$ cat config.mk
export PLATFORM = sky130hd
export DESIGN_NAME = ssw_top
export DESIGN_NICKNAME = d
export VERILOG_FILES = /design/src/ssw_pkg.sv /design/src/ssw_sync.sv /design/src/ssw_top.sv
export SDC_FILE = /design/constraint.sdc
export NUM_CORES = 1
export LEC_CHECK = 0
export BUFFER_PORTS_ARGS = -buffer_cell sky130_fd_sc_hd__buf_2
export CORE_ASPECT_RATIO = 1.4
export CORE_MARGIN = 8
export CORE_UTILIZATION = 63
export DETAILED_ROUTE_END_ITERATION = 8
export PLACE_DENSITY = 0.8
export SYNTH_ARGS = -nofsm -noshare
export SYNTH_HDL_FRONTEND = slang
export SYNTH_SLANG_ARGS = --single-unit
$ cat constraint.sdc
create_clock -name mclk -period 7.7 [get_ports mclk]
set_input_delay 0.77 -clock mclk [delete_from_list [all_inputs] [get_ports mclk]]
set_output_delay 0.77 -clock mclk [all_outputs]
set_load 0.05 [all_outputs]
$ cat src/ssw_pkg.sv
// package for the supply supervisor and watchdog
package ssw_pkg;
   // clock rate and timing figures
   localparam int unsigned CLK_HZ          = 25000000;
   localparam int unsigned RST_STRETCH_MS  = 200;
   localparam int unsigned WDT_TIMEOUT_MS  = 1600;
   localparam int unsigned DEBOUNCE_US     = 1000;
   localparam int unsigned RST_STRETCH_CYC = (CLK_HZ / 1000) * RST_STRETCH_MS;
   localparam int unsigned WDT_TIMEOUT_CYC = (CLK_HZ / 1000) * WDT_TIMEOUT_MS;
   localparam int unsigned DEBOUNCE_CYC    = (CLK_HZ / 1000000) * DEBOUNCE_US;
   localparam int          CNT_W           = 32;
   // reset values of outputs and synchroniser stages
   localparam logic        RST_N_INIT      = 1'b0;
   localparam logic        ALARM_N_INIT    = 1'b1;
   localparam logic        PFAIL_N_INIT    = 1'b1;
   localparam logic [1:0]  SYNC_INIT       = 2'b11;

   // raw inputs from pins
   typedef struct packed {
      logic supply_low;
      logic manual_reset_n;
      logic power_fail_sense;
      logic watchdog_kick;
      logic kick_float;
   } ssw_pins_t;

   // supervisory outputs
   typedef struct packed {
      logic reset_n;
      logic reset;
      logic watchdog_alarm_n;
      logic power_fail_flag_n;
   } ssw_outs_t;

   // reset stretcher states
   typedef enum logic [1:0] {
      SSW_HOLD    = 2'b00,
      SSW_STRETCH = 2'b01,
      SSW_RUN     = 2'b10
   } ssw_state_t;
endpackage

$ cat src/ssw_sync.sv
// two-flop synchroniser bank for pin inputs
`timescale 1ns/1ps
module ssw_sync #(
   parameter int W = 5
) (
   input  wire logic         mclk,    // system clock
   input  wire logic         sys_rst, // async reset, active high
   input  wire logic         ce,      // clock enable
   input  wire logic [W-1:0] d,       // asynchronous inputs
   output logic      [W-1:0] q        // synchronised outputs
);
   import ssw_pkg::*;
   // one two-stage chain per bit
   for (genvar i = 0; i < W; i++) begin : g_bit
      logic [1:0] st_r;
      always_ff @(posedge mclk or posedge sys_rst) begin
         if (sys_rst) begin
            st_r <= SYNC_INIT;
         end else if (ce) begin
            st_r <= {st_r[0], d[i]};
         end
      end
      assign q[i] = st_r[1];
   end
endmodule

$ cat src/ssw_top.sv
// supply supervisor with reset stretcher and watchdog
// Operation
// - low manual reset input starts reset
// - manual reset input debounced internally
// - power-fail flag follows comparator result, not inverted
// - alarm low after kick idle past timeout
// - every kick edge restarts watchdog count
// - watchdog count cleared while reset asserted
// - floating kick input disables watchdog timing
// - reset pulse nominally 200 ms long
// - reset held while supply stays low
// - reset held 200 ms after cause ends
// - watchdog timeout never asserts reset itself
// - alarm holds until a kick edge or reset clears it
// - supply low forces alarm low three clocks later, without waiting for a timeout
// - active-high reset is complement of reset
// - timeout measured only after reset release
`timescale 1ns/1ps
module ssw_top
   import ssw_pkg::*;
#(
   parameter int unsigned STRETCH_CYC  = RST_STRETCH_CYC, // reset stretch length
   parameter int unsigned TIMEOUT_CYC  = WDT_TIMEOUT_CYC, // watchdog timeout
   parameter int unsigned DEBOUNCE_LEN = DEBOUNCE_CYC     // manual reset filter
) (
   input  wire logic               mclk,    // system clock, 25 MHz
   input  wire logic               sys_rst, // async reset, active high
   input  wire logic               ce,      // clock enable, freezes state when low
   input  wire ssw_pkg::ssw_pins_t pins,    // raw asynchronous pin levels
   output ssw_pkg::ssw_outs_t      outs     // supervisory outputs
);
   import ssw_pkg::*;

   ssw_pins_t           s;             // synchronised inputs
   ssw_state_t          st_r;          // stretcher state
   logic [CNT_W-1:0]    str_cnt_r;     // stretch counter
   logic [CNT_W-1:0]    wdt_cnt_r;     // watchdog counter
   logic [CNT_W-1:0]    deb_cnt_r;     // debounce counter
   logic                man_deb_r;     // debounced manual reset level
   logic                kick_prev_r;   // previous kick level
   logic                timeout_r;     // sticky timeout
   logic                reset_n_r;     // active-low reset output register
   logic                alarm_n_r;     // alarm output register
   logic                pfail_n_r;     // power-fail flag register
   logic                cause;         // any reset cause present
   logic                kick_edge;     // qualified kick edge

   // synchronise every pin input
   ssw_sync #(.W($bits(ssw_pins_t))) u_sync (
      .mclk    (mclk),
      .sys_rst (sys_rst),
      .ce      (ce),
      .d       (pins),
      .q       (s)
   );

   // manual reset debounce, level must be stable for the filter time
   always_ff @(posedge mclk or posedge sys_rst) begin
      if (sys_rst) begin
         man_deb_r <= 1'b1;
         deb_cnt_r <= '0;
      end else if (ce) begin
         if (s.manual_reset_n == man_deb_r) begin
            deb_cnt_r <= '0;
         end else if (deb_cnt_r >= CNT_W'(DEBOUNCE_LEN - 1)) begin
            man_deb_r <= s.manual_reset_n;
            deb_cnt_r <= '0;
         end else begin
            deb_cnt_r <= deb_cnt_r + 1'b1;
         end
      end
   end

   // reset causes: supply low or manual reset low
   assign cause = s.supply_low | ~man_deb_r;

   // reset stretcher state machine
   always_ff @(posedge mclk or posedge sys_rst) begin
      if (sys_rst) begin
         st_r      <= SSW_HOLD;
         str_cnt_r <= '0;
         reset_n_r <= RST_N_INIT;
      end else if (ce) begin
         case (st_r)
            SSW_HOLD: begin
               reset_n_r <= 1'b0;
               str_cnt_r <= '0;
               if (!cause) begin
                  st_r <= SSW_STRETCH;
               end
            end
            SSW_STRETCH: begin
               if (cause) begin
                  st_r      <= SSW_HOLD;
                  str_cnt_r <= '0;
               end else if (str_cnt_r >= CNT_W'(STRETCH_CYC - 1)) begin
                  st_r      <= SSW_RUN;
                  reset_n_r <= 1'b1;
               end else begin
                  str_cnt_r <= str_cnt_r + 1'b1;
               end
            end
            SSW_RUN: begin
               if (cause) begin
                  st_r      <= SSW_HOLD;
                  reset_n_r <= 1'b0;
               end
            end
            default: begin
               st_r      <= SSW_HOLD;
               reset_n_r <= 1'b0;
            end
         endcase
      end
   end

   // edges are ignored while the kick pin floats
   assign kick_edge = ~s.kick_float & (s.watchdog_kick ^ kick_prev_r);

   // watchdog counter and sticky timeout
   always_ff @(posedge mclk or posedge sys_rst) begin
      if (sys_rst) begin
         kick_prev_r <= SYNC_INIT[1]; // same level as synced kick, no false edge
         wdt_cnt_r   <= '0;
         timeout_r   <= 1'b0;
      end else if (ce) begin
         kick_prev_r <= s.watchdog_kick;
         if (!reset_n_r || kick_edge) begin
            wdt_cnt_r <= '0;
            timeout_r <= 1'b0;
         end else if (s.kick_float) begin
            wdt_cnt_r <= '0;
         end else if (wdt_cnt_r >= CNT_W'(TIMEOUT_CYC - 1)) begin
            timeout_r <= 1'b1;
         end else begin
            wdt_cnt_r <= wdt_cnt_r + 1'b1;
         end
      end
   end

   // output registers
   always_ff @(posedge mclk or posedge sys_rst) begin
      if (sys_rst) begin
         alarm_n_r <= ALARM_N_INIT;
         pfail_n_r <= PFAIL_N_INIT;
      end else if (ce) begin
         alarm_n_r <= ~(timeout_r | s.supply_low);
         pfail_n_r <= s.power_fail_sense;
      end
   end

   assign outs.reset_n           = reset_n_r;
   assign outs.reset             = ~reset_n_r;
   assign outs.watchdog_alarm_n  = alarm_n_r;
   assign outs.power_fail_flag_n = pfail_n_r;

   // reset output and manual reset debounce checks
   complement_a: assert property (@(posedge mclk) disable iff (sys_rst)
      outs.reset == ~outs.reset_n)
      else $error("reset outputs not complementary");
   supply_hold_a: assert property (@(posedge mclk) disable iff (sys_rst)
      ce && s.supply_low |=> !reset_n_r)
      else $error("reset released while supply low");
   manual_start_a: assert property (@(posedge mclk) disable iff (sys_rst)
      ce && !man_deb_r |=> !reset_n_r)
      else $error("manual reset did not start reset");
   debounce_hold_a: assert property (@(posedge mclk) disable iff (sys_rst)
      ce && s.manual_reset_n == man_deb_r |=> $stable(man_deb_r))
      else $error("debounced level moved without input change");
   stretch_hold_a: assert property (@(posedge mclk) disable iff (sys_rst)
      ce && st_r == SSW_STRETCH && str_cnt_r < CNT_W'(STRETCH_CYC - 1) |=> !reset_n_r)
      else $error("reset released during stretch");
   release_a: assert property (@(posedge mclk) disable iff (sys_rst)
      $rose(reset_n_r) |-> $past(str_cnt_r) == CNT_W'(STRETCH_CYC - 1))
      else $error("release before stretch");
   no_wdt_reset_a: assert property (@(posedge mclk) disable iff (sys_rst)
      ce && st_r == SSW_RUN && !cause |=> reset_n_r)
      else $error("reset without cause");

   // alarm and flag checks
   supply_alarm_a: assert property (@(posedge mclk) disable iff (sys_rst)
      ce && s.supply_low |=> !alarm_n_r)
      else $error("alarm not forced low");
   alarm_release_a: assert property (@(posedge mclk) disable iff (sys_rst)
      ce && !timeout_r && !s.supply_low |=> alarm_n_r)
      else $error("alarm low without cause");
   pfail_a: assert property (@(posedge mclk) disable iff (sys_rst)
      ce |=> pfail_n_r == $past(s.power_fail_sense))
      else $error("power-fail flag wrong");

   // watchdog counter checks
   wdt_clear_a: assert property (@(posedge mclk) disable iff (sys_rst)
      ce && !reset_n_r |=> wdt_cnt_r == 0 && !timeout_r)
      else $error("count not cleared");
   float_a: assert property (@(posedge mclk) disable iff (sys_rst)
      ce && s.kick_float && !timeout_r |=> !timeout_r)
      else $error("timeout while floating");
   float_count_a: assert property (@(posedge mclk) disable iff (sys_rst)
      ce && s.kick_float |=> wdt_cnt_r == 0)
      else $error("count ran while floating");
   edge_clear_a: assert property (@(posedge mclk) disable iff (sys_rst)
      ce && kick_edge |=> wdt_cnt_r == 0)
      else $error("edge did not clear count");
   edge_alarm_a: assert property (@(posedge mclk) disable iff (sys_rst)
      ce && kick_edge |=> !timeout_r)
      else $error("edge did not clear timeout");
   alarm_hold_a: assert property (@(posedge mclk) disable iff (sys_rst)
      ce && timeout_r && reset_n_r && !kick_edge |=> timeout_r)
      else $error("alarm dropped");
   timeout_gap_a: assert property (@(posedge mclk) disable iff (sys_rst)
      ce && !timeout_r && wdt_cnt_r < CNT_W'(TIMEOUT_CYC - 1) |=> !timeout_r)
      else $error("timeout before full count");

   // main scenarios
   cov_release_c: cover property (@(posedge mclk) disable iff (sys_rst) $rose(reset_n_r));
   cov_timeout_c: cover property (@(posedge mclk) disable iff (sys_rst) $rose(timeout_r));
   cov_manual_c:  cover property (@(posedge mclk) disable iff (sys_rst) $fell(man_deb_r));
   cov_pfail_c:   cover property (@(posedge mclk) disable iff (sys_rst) $fell(pfail_n_r));
   cov_float_c:   cover property (@(posedge mclk) disable iff (sys_rst) $rose(s.kick_float));
endmodule

Word-level counts from Yosys, hierarchy flattened. Index checks and enable logic that the tools add are counted.

Bitwise gates (word level): 9. Add/subtract/negate cells: 3. Reduce and logical (&&, ||, !) cells: 11. Equality and inequality tests: 11. Order comparisons: 3. Muxes and demuxes: 20.

Operator list (number): $mux W32 (7); $add A32 B1 Y32 const B (3); $pmux W32 S2 (1); $ge A32 B15 Y1 const B (1); $ge A32 B23 Y1 const B (1); $ge A32 B26 Y1 const B (1); $ne A2 B2 Y1 const B (5); $reduce_and A3 Y1 (3); $mux W2 (4); $reduce_and A4 Y1 (2); $mux W1 (6); $ne A3 B3 Y1 const B (2); $pmux W2 S3 (1); $not A1 Y1 (5); $reduce_bool A2 Y1 (2); $ne A3 B2 Y1 const B (1); $eq A2 B1 Y1 const B (1); $eq A2 B2 Y1 const B (1); $logic_not A2 Y1 (1); $or A1 B1 Y1 (2); $pmux W1 S2 (1); $reduce_and A2 Y1 (1); $and A1 B1 Y1 (1); $eq A1 B1 Y1 (1); other kinds (3) (3).

Register bits after elaboration: 114. Logic and storage cells: 72.

Longest topological paths before layout.
Depth after elaboration: 5. Gate-level depth with buffers: 9.

Cells and area by module. Synthesis repeated with hierarchy kept, for this count alone.

Cell total of the unflattened synthesis: 577. Area total of the unflattened synthesis: 5715.5 um^2.

Modules (own cells, without submodules): ssw_top (area an instance 5250.0 um^2, cells each 550, times used 1); ssw_sync (area an instance 465.4 um^2, cells each 27, times used 1).

Worst setup path after synthesis. Ideal clock, no wire load.

Path type: register to register. Start point: reg str_cnt_r[0]. End point: reg str_cnt_r[16]. Library setup time: 0.126 ns. Path buffers: 1. Data required time: 7.574 ns. Clock period less this slack: 2.266 ns. Cell stages (with the launch flop): 8. Setup slack: 5.434 ns. Arrival time: 2.139 ns. Cells stage by stage: dfrtp_1 > ha_1 > nand3_2 > or3_4 > or4_1 > buf_2 > and3_4 > a221o_1.

Cells in the longest elaborated chain, start to end: 4. Elaborated cells on any way between the ends: 7. Classes of those cells: add/sub (1); order compare (1); eq/ne (1); mux (3); reduce/logical (1).

Ends and longest elaborated chain: start, declared (line ssw_top.sv:36) `logic [CNT_W-1:0] str_cnt_r;`; start signal, assigned (line ssw_top.sv:100) `str_cnt_r <= str_cnt_r + 1'b1;`; $add A32 B1 Y32 (line ssw_top.sv:100); $mux W32 (line ssw_top.sv:96) `end else if (str_cnt_r >= CNT_W'(STRETCH_CYC - 1)) begin`; $mux W32 (line ssw_top.sv:93) `if (cause) begin`; $pmux W32 S2 (line ssw_top.sv:84) `case (st_r)`.

Several ways; a longest one is shown, not always the timed one. The select of a mux whose other input is x is not followed. A chain may end at the register's enable or synchronous reset.

Worst setup path in the final report.
Start point: reg wdt_cnt_r[10]. End point: reg wdt_cnt_r[18].

Cells in the longest elaborated chain, start to end: 4. Elaborated cells on any way between the ends: 7. Classes of those cells: add/sub (1); order compare (1); eq/ne (1); mux (3); reduce/logical (1).

Ends and longest elaborated chain: start, declared (line ssw_top.sv:37) `logic [CNT_W-1:0] wdt_cnt_r;`; start signal, assigned (line ssw_top.sv:136) `wdt_cnt_r <= wdt_cnt_r + 1'b1;`; $add A32 B1 Y32 (line ssw_top.sv:136); $mux W32 (line ssw_top.sv:133) `end else if (wdt_cnt_r >= CNT_W'(TIMEOUT_CYC - 1)) begin`; $mux W32 (line ssw_top.sv:131) `end else if (s.kick_float) begin`; $mux W32 (line ssw_top.sv:128) `if (!reset_n_r || kick_edge) begin`.

Several ways; a longest one is shown, not always the timed one. The select of a mux whose other input is x is not followed.

==> results.toml <==
[place]
port_buffers = 11
dp.final_hpwl_um = 7540
dpl_worst_slack_ps = 4590
place.gp.congestion = 0.811

[yosys]
muxShareOfSynthArea_pct = 3.13
synth_area_per_cell_um2 = 9.77
synth_cell_type_count = 66
yosysTopAreaCellShare_pct = 44.4
yosys_warnings = 0
synthAdderAreaFrac_pct = 0.666
synth_top_family_by_area = "simple AND/OR/NAND/NOR gates"
synth_simple_gate_area_share_pct = 23.8
yosys_register_bits = 114
yosys-top-cells-area = "dfrtp_1 (44%), dfstp_2 (6.5%), nand2_1 (3.9%)"
synth_edf_count = 0
synthCells = 577
syn_area_um2 = 5640
synth_nets = 588
synthFlopType = "dfrtp_1"
yosysSeqAreaShare_pct = 50.9
async_flop_share_pct = 100
synth-xor-area-share_pct = 1.24
synth_top_area_cell = "dfrtp_1"
synth_compound_area_share_pct = 16.5

[sta]
final_hold_viol_count = 0
max_freq_mhz = 325
fin_skew_ps = 6.56
setup_viol = 0
tightestPinTransition_ps = 989
finalSetupTns_ps = 0
slew_viol_final = 0
rsz0062_at_grt = "no"
setup_slack_ps = 4620
relSlewSlack_pct = 33.9
fin_crit_sh_pct = 40.0
period_needed_ps = 3080

[drt]
drt-initial-drc-count = 298
drt_first_pass_iters = 6
vias = 4490
drcViolationCount = 0
vias_per_cell = 6.38
detail-route-antenna-nets = 0
wl_um = 12100
routedWlPerCell_um = 17.1

[setup_path]
crit_type = "reg -> reg"
crit_slowest_cell = "nand3_1"
worstPathRequired_ps = 7980
reg2reg_depth = 5
worst_setup_path_start_kind = "flop"
cpPeakStageDelay_ps = 680
path_cells = "a2111oi_1 -> o21ai_1 -> a211oi_1 -> nand3_1 -> o41ai_1"
reg2reg_to = "wdt_cnt_r[18]"
cp.arrival_ps = 3360
cp_max_fo = 20
path_delay_family = "compound AO/OA/AOI/OAI gates"
r2r_start = "wdt_cnt_r[10]"
rrSetupSlack_ps = 4620
cp-end-kind = "flop"
path_buf_inv = 0

[die]
die_h_um = 128
start_util_pct = 63.5
row_count = 41
dieArea_um2 = 12300
io_pins = 12
die_w_um = 95.9
fp.coreArea_um2 = 8870

[clock_tree]
hold_buffers = 0
clk_latency_ps = 410
cts.sink_count = 114
cts_resized = 0
clockBufferDepth = 2
post_cts_buffers = 0
cts_tree = "built"
clockRootBuffer = "clkbuf_16"
path_clk_slew_ps = 50
cts_buffers = 17
h-tree-depth = 4

[global_routing]
grt_pass1_wl_um = 20800
grt_pass1_vias = 4472
grt_overflow = 0
grt_max_degree = 73
antenna_found_initial = 0
grt_usage_pct = 21.3

[cells_and_area]
final_cell_mix = "dfrtp_1 (100), nand2_1 (59), nor2_1 (43)"
num-fill-cells = 616
syn_to_final_growth_pct = 13.9
fin_nets = 595
num_antenna_cells = 0
final_common_cell = "dfrtp_1"
layout-drive-gt1-share_pct = 14.2

[power]
p_leak_nw = 2.79
power_density_nw_per_um2 = 253
power_mw = 1.63
vdd_drop_max_mv = 0.213

[run_status]
outcome = "finished clean"

[min_path]
hold_class = "in -> async"

[flow_run]
max-cap-violations = 0
-- layout make-up --
type	count	area [um^2]	area share [%]
Tap cell	107	134	2.09
Clock buffer	22	464	7.23
Clock inverter	10	230	3.59
Sequential cell	114	2870	44.7
Multi-Input combinational cell	415	2550	39.8
Timing Repair Buffer	14	77.6	1.21
Inverter	22	85.1	1.33
-- cells by family after synthesis --
family	after synthesis
compound gates	135
xor+xnor	8
fa+ha+maj	3
buf+inv	48
flops	114
mux	16
simple gates	253
-- registers in the layout, indices dropped and copies added, names as in the netlist --
register	cells
str_cnt_r	32
timeout_r	1
st_r	2
u_sync.g_bit.st_r	10
alarm_n_r	1
wdt_cnt_r	32
reset_n_r	1
pfail_n_r	1
deb_cnt_r	32
kick_prev_r	1
man_deb_r	1
-- report_power, final --
group	switching (mW)	total [mW]	internal, mW
clock network	0.271	0.927	0.656
logic	0.0437	0.0648	0.0210
registers	0.0131	0.633	0.620
-- Yosys cell counts (all sizes together), types with 3 or more instances --
library cell  instances
dfrtp               100
nand2                60
o21ai                44
nor2                 43
nand3                34
nor2b                23
inv                  22
o31ai                19
and3                 18
and2                 17
a21oi                16
dfstp                14
nand4                14
buf                  13
clkbuf               13
mux2                 13
nor3                  9
or4                   9
nor4                  7
o21a                  6
o22a                  6
a31oi                 5
xnor2                 5
a211oi                4
nand2b                4
nor3b                 4
o221ai                4
o2bb2ai               4
a211o                 3
a21o                  3
a221o                 3
ha                    3
mux2i                 3
o211ai                3
o311ai                3
or3                   3
xor2                  3
-- how the worst max path moves through the flow --
stage | startpoint | end | cells past startpoint
final | wdt_cnt_r[10] | wdt_cnt_r[18] | 5
after global routing | u_sync.g_bit[1].st_r[1] | wdt_cnt_r[18] | 4
after CTS | u_sync.g_bit[1].st_r[1] | wdt_cnt_r[18] | 4
after detailed placement | ce | wdt_cnt_r[20] | 6
after global placement | ce | wdt_cnt_r[19] | 6
after floorplan | sys_rst | deb_cnt_r[0] | 1
-- per-stage QoR --
step                instance area, um^2  hold slack (ps)  util [%]  instances
finish                             6420              401      72.3        704
global route                       6420              455      72.3        704
CTS                                6420              414      72.3        704
detailed placement                 5720              414      64.5        672
global placement                   5720              409      64.5        672
floorplan                          5640              388         -        577
-- metal layers --
metal	wire length (um)	vias to the layer above	track usage [%]
met5	0	-	0
met4	249	0	9.36
met3	475	27	4.98
met2	6140	126	33.8
met1	5200	2219	26.7
li1	-	2118	-
Note: power is estimated with default switching activity, not from simulation.
